$ cat config.mk
export PLATFORM = sky130hd
export DESIGN_NAME = pmm_core
export DESIGN_NICKNAME = d
export VERILOG_FILES = /design/src/verilog/pmm_pkg.sv /design/src/verilog/pmm_buf_if.sv /design/src/verilog/pmm_buf2.sv /design/src/verilog/pmm_core.sv
export VERILOG_INCLUDE_DIRS = /design/src /design/src/verilog
export SDC_FILE = /design/constraint.sdc
export NUM_CORES = 1
export LEC_CHECK = 0
export BUFFER_PORTS_ARGS = -buffer_cell sky130_fd_sc_hd__buf_4
export CORE_MARGIN = 2
export CORE_UTILIZATION = 31
export CTS_BUF_LIST = sky130_fd_sc_hd__clkbuf_4
export CTS_CLUSTER_DIAMETER = 100
export DETAILED_ROUTE_END_ITERATION = 7
export PLACE_DENSITY_LB_ADDON = 0.15
export SYNTH_ARGS = -nofsm -noshare
export SYNTH_HDL_FRONTEND = slang
export SYNTH_SLANG_ARGS = --single-unit
$ cat constraint.sdc
create_clock -name clock_i -period 3.52 [get_ports clock_i]
set_input_delay 0.176 -clock clock_i [delete_from_list [all_inputs] [get_ports clock_i]]
set_output_delay 0.176 -clock clock_i [all_outputs]
set_load 0.1 [all_outputs]
$ cat src/verilog/pmm_params.svh
/*
 * timing counts and constants of the microphone mode and startup block.
 * assumes a 10 MHz system clock; the link clock is sampled as a plain input.
 */
`ifndef PMM_PARAMS_SVH
`define PMM_PARAMS_SVH

// system clock
`define PMM_CLK_HZ 10000000
// wake flag blanking after power-up, in ms
`define PMM_BLANK_MS 1000
`define PMM_BLANK_CYC ((`PMM_CLK_HZ / 1000) * `PMM_BLANK_MS)
// anti-pop pattern must start within this many ns of clock start
`define PMM_POP_START_NS 50000
`define PMM_POP_START_CYC ((`PMM_POP_START_NS * (`PMM_CLK_HZ / 1000000)) / 1000)
// link clock frequency bounds in kHz
`define PMM_STBY_MAX_KHZ 250
`define PMM_LP_MIN_KHZ 350
`define PMM_LP_MAX_KHZ 900
`define PMM_FP_MIN_KHZ 1100
// a link clock low half-period longer than this means the clock stopped, in ns
`define PMM_STOP_NS 20000
`define PMM_STOP_CYC ((`PMM_STOP_NS * (`PMM_CLK_HZ / 1000000)) / 1000)
// period thresholds in system cycles (period = clk_hz / f)
`define PMM_PER_STBY (`PMM_CLK_HZ / (`PMM_STBY_MAX_KHZ * 1000))
`define PMM_PER_LP_SLOW (`PMM_CLK_HZ / (`PMM_LP_MIN_KHZ * 1000))
`define PMM_PER_LP_FAST (`PMM_CLK_HZ / (`PMM_LP_MAX_KHZ * 1000))
`define PMM_PER_FP (`PMM_CLK_HZ / (`PMM_FP_MIN_KHZ * 1000))
// number of alternating pattern bits before audio takes over
`define PMM_POP_BITS 16

`endif

$ cat src/verilog/pmm_pkg.sv
/*
 * types of the microphone mode and startup block.
 * assumes nothing of its surroundings.
 */
package pmm_pkg;
    // ========================================
    // operating modes
    typedef enum logic [1:0] {
        PMM_LISTEN = 2'b00,
        PMM_STANDBY = 2'b01,
        PMM_LOW_POWER = 2'b10,
        PMM_FULL_POWER = 2'b11
    } pmm_mode_e;
endpackage

$ cat src/verilog/pmm_buf_if.sv
/*
 * valid/ready carrier for audio bits between the block and its buffer.
 * assumes one clock for both ends.
 */
interface pmm_buf_if;
    logic valid;
    logic ready;
    logic data;
    modport src (output valid, output data, input ready);
    modport snk (input valid, input data, output ready);
endinterface

$ cat src/verilog/pmm_buf2.sv
/*
 * two-entry buffer of audio bits with valid and ready on both sides.
 * assumes source and sink share the system clock.
 */
module pmm_buf2 #(
    parameter int WIDTH = 1,
    parameter int DEPTH = 2
) (
    // clock and reset
    input wire logic clock_i,
    input wire logic rst_i,
    // filling side
    pmm_buf_if.snk in_if,
    // draining side
    output logic out_valid_o,
    output logic out_data_o,
    input wire logic out_ready_i
);
    // refuse shapes that the one-bit pointers cannot serve
    if (WIDTH != 1 || DEPTH != 2) begin
        $error("pmm_buf2 serves one-bit, two-entry storage only");
    end

    typedef struct packed {
        logic [DEPTH-1:0] mem;
        logic rd;
        logic wr;
        logic [1:0] cnt;
    } pmm_buf_s;

    pmm_buf_s st;
    pmm_buf_s next_st;
    logic push;
    logic pop;

    // ========================================
    // handshakes
    assign push = in_if.valid && (st.cnt != 2'h2);
    assign pop = out_ready_i && (st.cnt != 2'h0);
    assign in_if.ready = (st.cnt != 2'h2);
    assign out_valid_o = (st.cnt != 2'h0);
    assign out_data_o = st.mem[st.rd];

    // next state
    always_comb begin
        next_st = st;
        if (push) begin
            next_st.mem[st.wr] = in_if.data;
            next_st.wr = ~st.wr;
        end
        if (pop) begin
            next_st.rd = ~st.rd;
        end
        next_st.cnt = st.cnt + {1'b0, push} - {1'b0, pop};
    end

    // state register
    always_ff @(posedge clock_i or posedge rst_i) begin
        if (rst_i) begin
            st <= '0;
        end else begin
            st <= next_st;
        end
    end
endmodule

$ cat src/verilog/pmm_core.sv
/*
 * mode entry, power-up blanking, anti-pop startup and left/right slot
 * driving of a pulse-density microphone.
 * assumes power-up reset on rst_i, a 10 MHz clock_i, and a link clock,
 * channel select, comparator output and modulator bit that all come from
 * outside the clock domain and are synchronised here.
 */
`include "pmm_params.svh"

module pmm_core #(
    parameter int BLANK_CYC = `PMM_BLANK_CYC,
    parameter int POP_BITS = `PMM_POP_BITS
) (
    // clock and reset
    input wire logic clock_i,
    input wire logic rst_i,
    // link from host
    input wire logic link_clk_i,
    input wire logic chan_sel_i,
    // analog front end
    input wire logic thresh_hit_i,
    input wire logic mod_bit_i,
    // data pin
    output logic data_o,
    output logic data_oe_o,
    // wake flag and mode
    output logic sound_wake_trigger_o,
    output pmm_pkg::pmm_mode_e mode_o
);
    // refuse counts that the blanking and pattern counters cannot hold
    if (BLANK_CYC < 1 || POP_BITS < 2 || POP_BITS > 255) begin
        $error("pmm_core: unusable blank or pattern count");
    end

    typedef struct packed {
        logic [2:0] lck_s;
        logic [1:0] sel_s;
        logic [1:0] hit_s;
        logic [1:0] mod_s;
        logic [31:0] blank_cnt;
        logic blanked;
        logic [15:0] half_cnt;
        logic [15:0] per_cnt;
        logic [15:0] period;
        logic running;
        logic [7:0] pop_cnt;
        logic pop_phase;
        logic audio_seen;
        logic drive_bit;
        logic data;
        logic data_oe;
        logic wake;
        pmm_pkg::pmm_mode_e mode;
    } pmm_core_s;

    pmm_core_s st;
    pmm_core_s next_st;
    logic rise;
    logic fall;
    logic launch;
    logic release_slot;
    logic clocked_audio;
    pmm_buf_if bif ();
    logic buf_valid;
    logic buf_data;

    // ========================================
    // classify a measured link clock period into a mode
    function automatic pmm_pkg::pmm_mode_e classify(input logic [15:0] per);
        if (per <= 16'(`PMM_PER_FP)) begin
            classify = pmm_pkg::PMM_FULL_POWER;
        end else if (per >= 16'(`PMM_PER_LP_FAST) && per <= 16'(`PMM_PER_LP_SLOW)) begin
            classify = pmm_pkg::PMM_LOW_POWER;
        end else begin
            classify = pmm_pkg::PMM_STANDBY;
        end
    endfunction

    // ========================================
    // edges of the synchronised link clock, seen past the second stage
    assign rise = st.lck_s[1] && !st.lck_s[2];
    assign fall = !st.lck_s[1] && st.lck_s[2];
    // left launches on falling, right on rising; the opposite edge releases
    assign launch = st.sel_s[1] ? rise : fall;
    assign release_slot = st.sel_s[1] ? fall : rise;
    assign clocked_audio = (st.mode == pmm_pkg::PMM_LOW_POWER)
        || (st.mode == pmm_pkg::PMM_FULL_POWER);

    // modulator bits enter the buffer once per link period in audio modes
    assign bif.valid = clocked_audio && rise;
    assign bif.data = st.mod_s[1];

    pmm_buf2 #(
        .WIDTH(1),
        .DEPTH(2)
    ) u_buf (
        .clock_i(clock_i),
        .rst_i(rst_i),
        .in_if(bif.snk),
        .out_valid_o(buf_valid),
        .out_data_o(buf_data),
        // drained at every launch in audio modes, so pattern slots discard stale bits
        .out_ready_i(clocked_audio && launch)
    );

    // ========================================
    // next state
    always_comb begin
        next_st = st;
        next_st.lck_s = {st.lck_s[1:0], link_clk_i};
        next_st.sel_s = {st.sel_s[0], chan_sel_i};
        next_st.hit_s = {st.hit_s[0], thresh_hit_i};
        next_st.mod_s = {st.mod_s[0], mod_bit_i};

        // one second blanking of the wake flag after power-up
        if (st.blanked) begin
            next_st.blank_cnt = st.blank_cnt + 32'h1;
            if (st.blank_cnt == 32'(BLANK_CYC - 1)) begin
                next_st.blanked = 1'b0;
            end
        end
        // comparator drives the flag in every mode; low while blanked
        next_st.wake = st.blanked ? 1'b0 : st.hit_s[1];

        // period measurement and stop detection
        next_st.per_cnt = (st.per_cnt == 16'hffff) ? st.per_cnt : st.per_cnt + 16'h1;
        next_st.half_cnt = (st.half_cnt == 16'hffff) ? st.half_cnt : st.half_cnt + 16'h1;
        if (rise || fall) begin
            next_st.half_cnt = 16'h0;
        end
        if (rise) begin
            next_st.per_cnt = 16'h0;
            next_st.period = st.per_cnt + 16'h1;
            if (st.running) begin
                next_st.mode = classify(st.per_cnt + 16'h1);
            end
            next_st.running = 1'b1;
        end
        // clock held low: back to listening, next start replays the pattern
        if (st.half_cnt >= 16'(`PMM_STOP_CYC) && !st.lck_s[1]) begin
            next_st.running = 1'b0;
            next_st.mode = pmm_pkg::PMM_LISTEN;
            next_st.pop_cnt = 8'h0;
            next_st.pop_phase = 1'b0; // next pattern starts low again
            next_st.audio_seen = 1'b0;
        end

        // data slot: anti-pop pattern first, then buffered audio bits
        if (clocked_audio && launch) begin
            next_st.data_oe = 1'b1;
            if (st.pop_cnt != 8'(POP_BITS)) begin
                next_st.pop_phase = ~st.pop_phase;
                next_st.data = st.pop_phase;
                next_st.pop_cnt = st.pop_cnt + 8'h1;
            end else if (buf_valid) begin
                next_st.data = buf_data;
                next_st.audio_seen = 1'b1;
            end else begin
                next_st.data = st.pop_phase; // keep toggling, no gap on the line
                next_st.pop_phase = ~st.pop_phase;
            end
        end else if (release_slot || !clocked_audio) begin
            next_st.data_oe = 1'b0;
        end
    end

    // state register
    always_ff @(posedge clock_i or posedge rst_i) begin
        if (rst_i) begin
            st <= '0;
            st.blanked <= 1'b1;
            st.half_cnt <= 16'hffff;
            st.mode <= pmm_pkg::PMM_LISTEN;
        end else begin
            st <= next_st;
        end
    end

    // ========================================
    // outputs straight from the state register
    assign data_o = st.data;
    assign data_oe_o = st.data_oe;
    assign sound_wake_trigger_o = st.wake;
    assign mode_o = st.mode;
endmodule

Yosys cells after proc, flatten, opt, wreduce, memory -nomap -nowiden:

Index checks and enable logic that the tools add are counted.

* bits in registers: 112
* bits in latches: 0
* RAM bits: 0
* bits in read-only memories: 0
* logic and storage cells: 96
* memories kept: 0

* $add $sub $neg: 6
* multiply operators: 0
* div/mod/pow operators: 0
* order comparisons: 7
* equality and inequality tests: 9
* shift-type cells: 0
* muxes and demuxes: 30
* bitwise operators: 3
* reductions and logical operators: 20

Operators with widths (count)
* $mux 16: 3
* $mux 33: 1
* $add 16x1->16 const B: 2
* $add 32x1->32 const B: 1
* $eq 16x16->1 const B: 2
* $eq 32x24->1 const B: 1
* $ge 16x4->1 const B: 1
* $ge 16x8->1 const B: 1
* $le 16x4->1 const B: 1
* $le 16x5->1 const B: 1
* $mux 1: 16
* $mux 11: 1
* $mux 10: 1
* $mux 2: 5
* $logic_and 1x1->1: 9
* $add 8x1->8 const B: 1
* $mux 8: 1
* $ne 8x5->1 const B: 1
* $reduce_bool 2->1: 4
* $eq 2x2->1 const B: 2
* $lt 1x2->1 const B: 2
* $ne 2x2->1 const B: 2
* $logic_not 1->1: 3
* $logic_or 1x1->1: 3
* other kinds (8): 10

Longest topological paths before layout:

* depth in word-level cells: 8
* mapped depth: 10
* depth with buffers taken out: 10

Hierarchy:

Synthesis repeated with hierarchy kept, for this count alone.

* cells, all modules: 477
* area, all modules: 4907.2 µm²

Modules (own cells, without submodules)
* pmm_core: instances 1, cells an instance 449, area an instance 4579.4 µm², sequential area each 2248.4 µm²
* pmm_buf2: instances 1, cells an instance 28, area an instance 327.8 µm², sequential area each 150.1 µm²

Worst setup path before layout:

Ideal clock, no wire load.

* kind: register -> register
* start point: register st, in the netlist next_st[106]
* end point: register u_buf.st[1] (netlist bit)
* data arrival time: 1.790 ns
* data required time: 3.397 ns
* setup slack: 1.607 ns
* cell stages (with the launch flop): 10
* clock period less this slack: 1.913 ns
* path through: dfrtp_1 ha_1 mux2_2 nand2_1 a21oi_1 ha_1 inv_1 ha_1 xnor2_1 xnor2_1

RTL lines
* start: declaration: line pmm_core.sv:56 `pmm_core_s st;`
* start signal: assignment: line pmm_core.sv:175 `st <= next_st;`
* end signal: assignment: line pmm_buf2.sv:62 `st <= next_st;`
* end: declaration: line pmm_buf2.sv:31 `pmm_buf_s st;`

==> results.cfg <==
[drt]
wirelength_mm = 9.08
num_vias = 3265
viasPerCell = 4.67
drc = 0
drt_first_pass_iters = 4
initialDrtViolationCount = 189
wl_per_cell_um = 13.0
antenna_left = 0

[global_routing]
grt_first_pass_wirelength_mm = 15.7
first_global_vias = 3165
grt_usage_pct = 11.8
overflow = 0
antenna_found_initial = 0
grt_max_degree = 73

[synth]
syn_area_per_cell_sq_um = 10.4
synth_top_flop_cell = dfrtp_1
syn_area_sq_um = 4890
async_reset_ff_share_pct = 100
synth_top_family_by_area = simple AND/OR/NAND/NOR gates
ys_seq_area_share_pct = 49.0
yosys.area_share.adder_pct = 3.32
netlist-cell-type-count = 60
synthCells = 471
synth_compound_area_share_pct = 9.64
synth_seq_cells = 95
synth_xor_area_share_pct = 11.2
syn-num-nets = 490
yosysWarnings = 0
yosys.area_share.simple_pct = 22.2
synth_edf_count = 0
synthMuxAreaShare_pct = 1.12

[clock_tree]
cts_hold_buffers = 5
post_cts_resized = 0
cts_setup_buffers = 0
cts-root-buf = clkbuf_4
cts_max_level = 3
cts_sinks = 95
cts_buffers = 9
clkTransAtPathRegs_ps = 160
cts_tree = yes
ctsLongestPathBuffers = 2
clock_latency_ps = 460

[floorplan]
start_util_pct = 32.0
core_sq_um = 15300
num_rows = 45
die_h_um = 130
dieArea_sq_um = 16800
die_w_um = 130
io-pin-count = 11

[timing]
setup_tns_ps = 0
max_freq_mhz = 411
rsz0062_at_grt = no
hold_violations = 0
timing.slew.headroom_pct = 40.6
setup_ws_ps = 1090
final_max_slew_viol_count = 0
skew_ps = 27.0
setup_viol = 0
fin_crit_ps = 2430
fin_crit_sh_pct = 69.2
worst_pin_slew_ps = 891

[power]
ir_worst_vdd_uv = 228
cellLeakagePower_nw = 2.27
p_per_area_nw_per_um2 = 419

[finish]
num_antenna_cells = 0
nets = 502
layout.cells.most_common = dfrtp_1
area_delta_synth_final_pct = 8.82
mostFrequentLayoutCells = dfrtp_1 (78), nand2_1 (38), xnor2_1 (37)
final_layout_size_suffix_gt1_share_pct = 15.4
fillers = 1601

[critical_path]
start_kind = flop
r2r-end = st[14]
ff2ff_path_depth = 8
cp.arrival_ps = 2810
worstSetupPathType = reg -> reg
setup.worst_path.start = next_st[106]
worstPathRequired_ps = 3900
r2r_start = next_st[106]
r2r_setup_slack_ps = 1090
path_max_fanout = 22
end_kind = flop

[placement]
place_congestion = 0.792
hpwl_mm = 6.21
io_buffers = 10
pre_cts_slack_ps = 1070

[hold_path]
whs_path_depth = 2
min_path_type = in -> reg
whs_endpoint = next_st[101]
hold_start = thresh_hit_i

[job]
cap_violations = 0

[status]
status = finished clean
==> worst max-delay path: stages, from the launching register on <==
cell and delay [ps]:
dfrtp_1 430, ha_1 180, buf_4 200, mux2_2 300, nand2_1 150, or2_0 590, and2_1 320, o21ai_0 120
o31ai_1 70
==> stage by stage <==
step | cell area (sq um) | instances | util, % | power, W | hold slack, ps
3_3_place_gp | 5160 | 678 | 33.7 | 0.00172 | 286
6_report | 5330 | 699 | 34.8 | 0.00223 | 347
4_1_cts | 5330 | 699 | 34.8 | 0.00229 | 297
5_1_grt | 5330 | 699 | 34.8 | 0.00239 | 297
3_5_place_dp | 5160 | 678 | 33.7 | 0.00173 | 287
2_1_floorplan | 4890 | 471 | - | 0.00165 | 207
==> worst max path at each step <==
stage	end	slack, ps	cells past startpoint
6_report	st[14]	1090	8
3_3_place_gp	st[14]	1150	8
2_1_floorplan	bif.data	900	1
5_1_grt	st[13]	830	8
3_5_place_dp	st[14]	1070	8
4_1_cts	st[14]	1080	8
==> layer usage <==
layer,up-vias,part of all wire [%],global-route usage (%)
met1,1574,52,16.6
met3,5,2.8,3.76
met5,-,0,0
met4,0,1.1,3.54
met2,29,44,17.2
li1,1657,-,-
==> state kept, by name (all words and copies together), names as in the netlist <==
signal                cells
data_o                    1
st                       78
u_buf.st                  6
bif.data                  1
sound_wake_trigger_o      1
data_oe_o                 1
next_st                   5
mode_o                    2
==> report_power, final <==
group	switching, W	total [W]	leakage (nW)	internal [W]
Clock	0.000359	0.000526	0.0633	0.000167
Sequential	0.0000998	0.00129	1.20	0.00119
Combinational	0.000252	0.000416	1.00	0.000164
==> synth_stat cells, drive strengths merged, types with 5 or more instances <==
library cell | instances | area (sq um)
xor2 | 24 | 210
nor3 | 10 | 60.1
nand3 | 29 | 160
nand2 | 40 | 155
ha | 13 | 163
o21ai | 16 | 80.1
and2 | 12 | 75.1
inv | 21 | 78.8
buf | 12 | 73.8
dfstp | 17 | 447
xnor2 | 38 | 340
and3 | 14 | 92.6
nor2 | 30 | 113
dfrtp | 78 | 1950
a31oi | 5 | 31.3
nand2b | 7 | 43.8
nor2b | 7 | 43.8
nor4 | 11 | 105
a21oi | 22 | 110
nand4 | 15 | 121
==> cell type report <==
cell class | instances | area, sq um | area share (%)
clock inverters | 4 | 25.0 | 0.470
clock buffers | 12 | 90.1 | 1.69
inverters | 21 | 81.3 | 1.53
well taps | 211 | 264 | 4.96
multi-input cells | 339 | 2330 | 43.7
repair buffers | 17 | 140 | 2.63
flip-flops and latches | 95 | 2400 | 45.0
==> kinds of logic (layout without fill, tap and decap cells) <==
logic type,count (synthesis),after routing
buf+inv,37,54
xor+xnor,62,62
flops,95,95
simple gates,188,188
compound gates,71,71
mux,5,5
fa+ha+maj,13,13
Power figures use the tool's default switching activity.
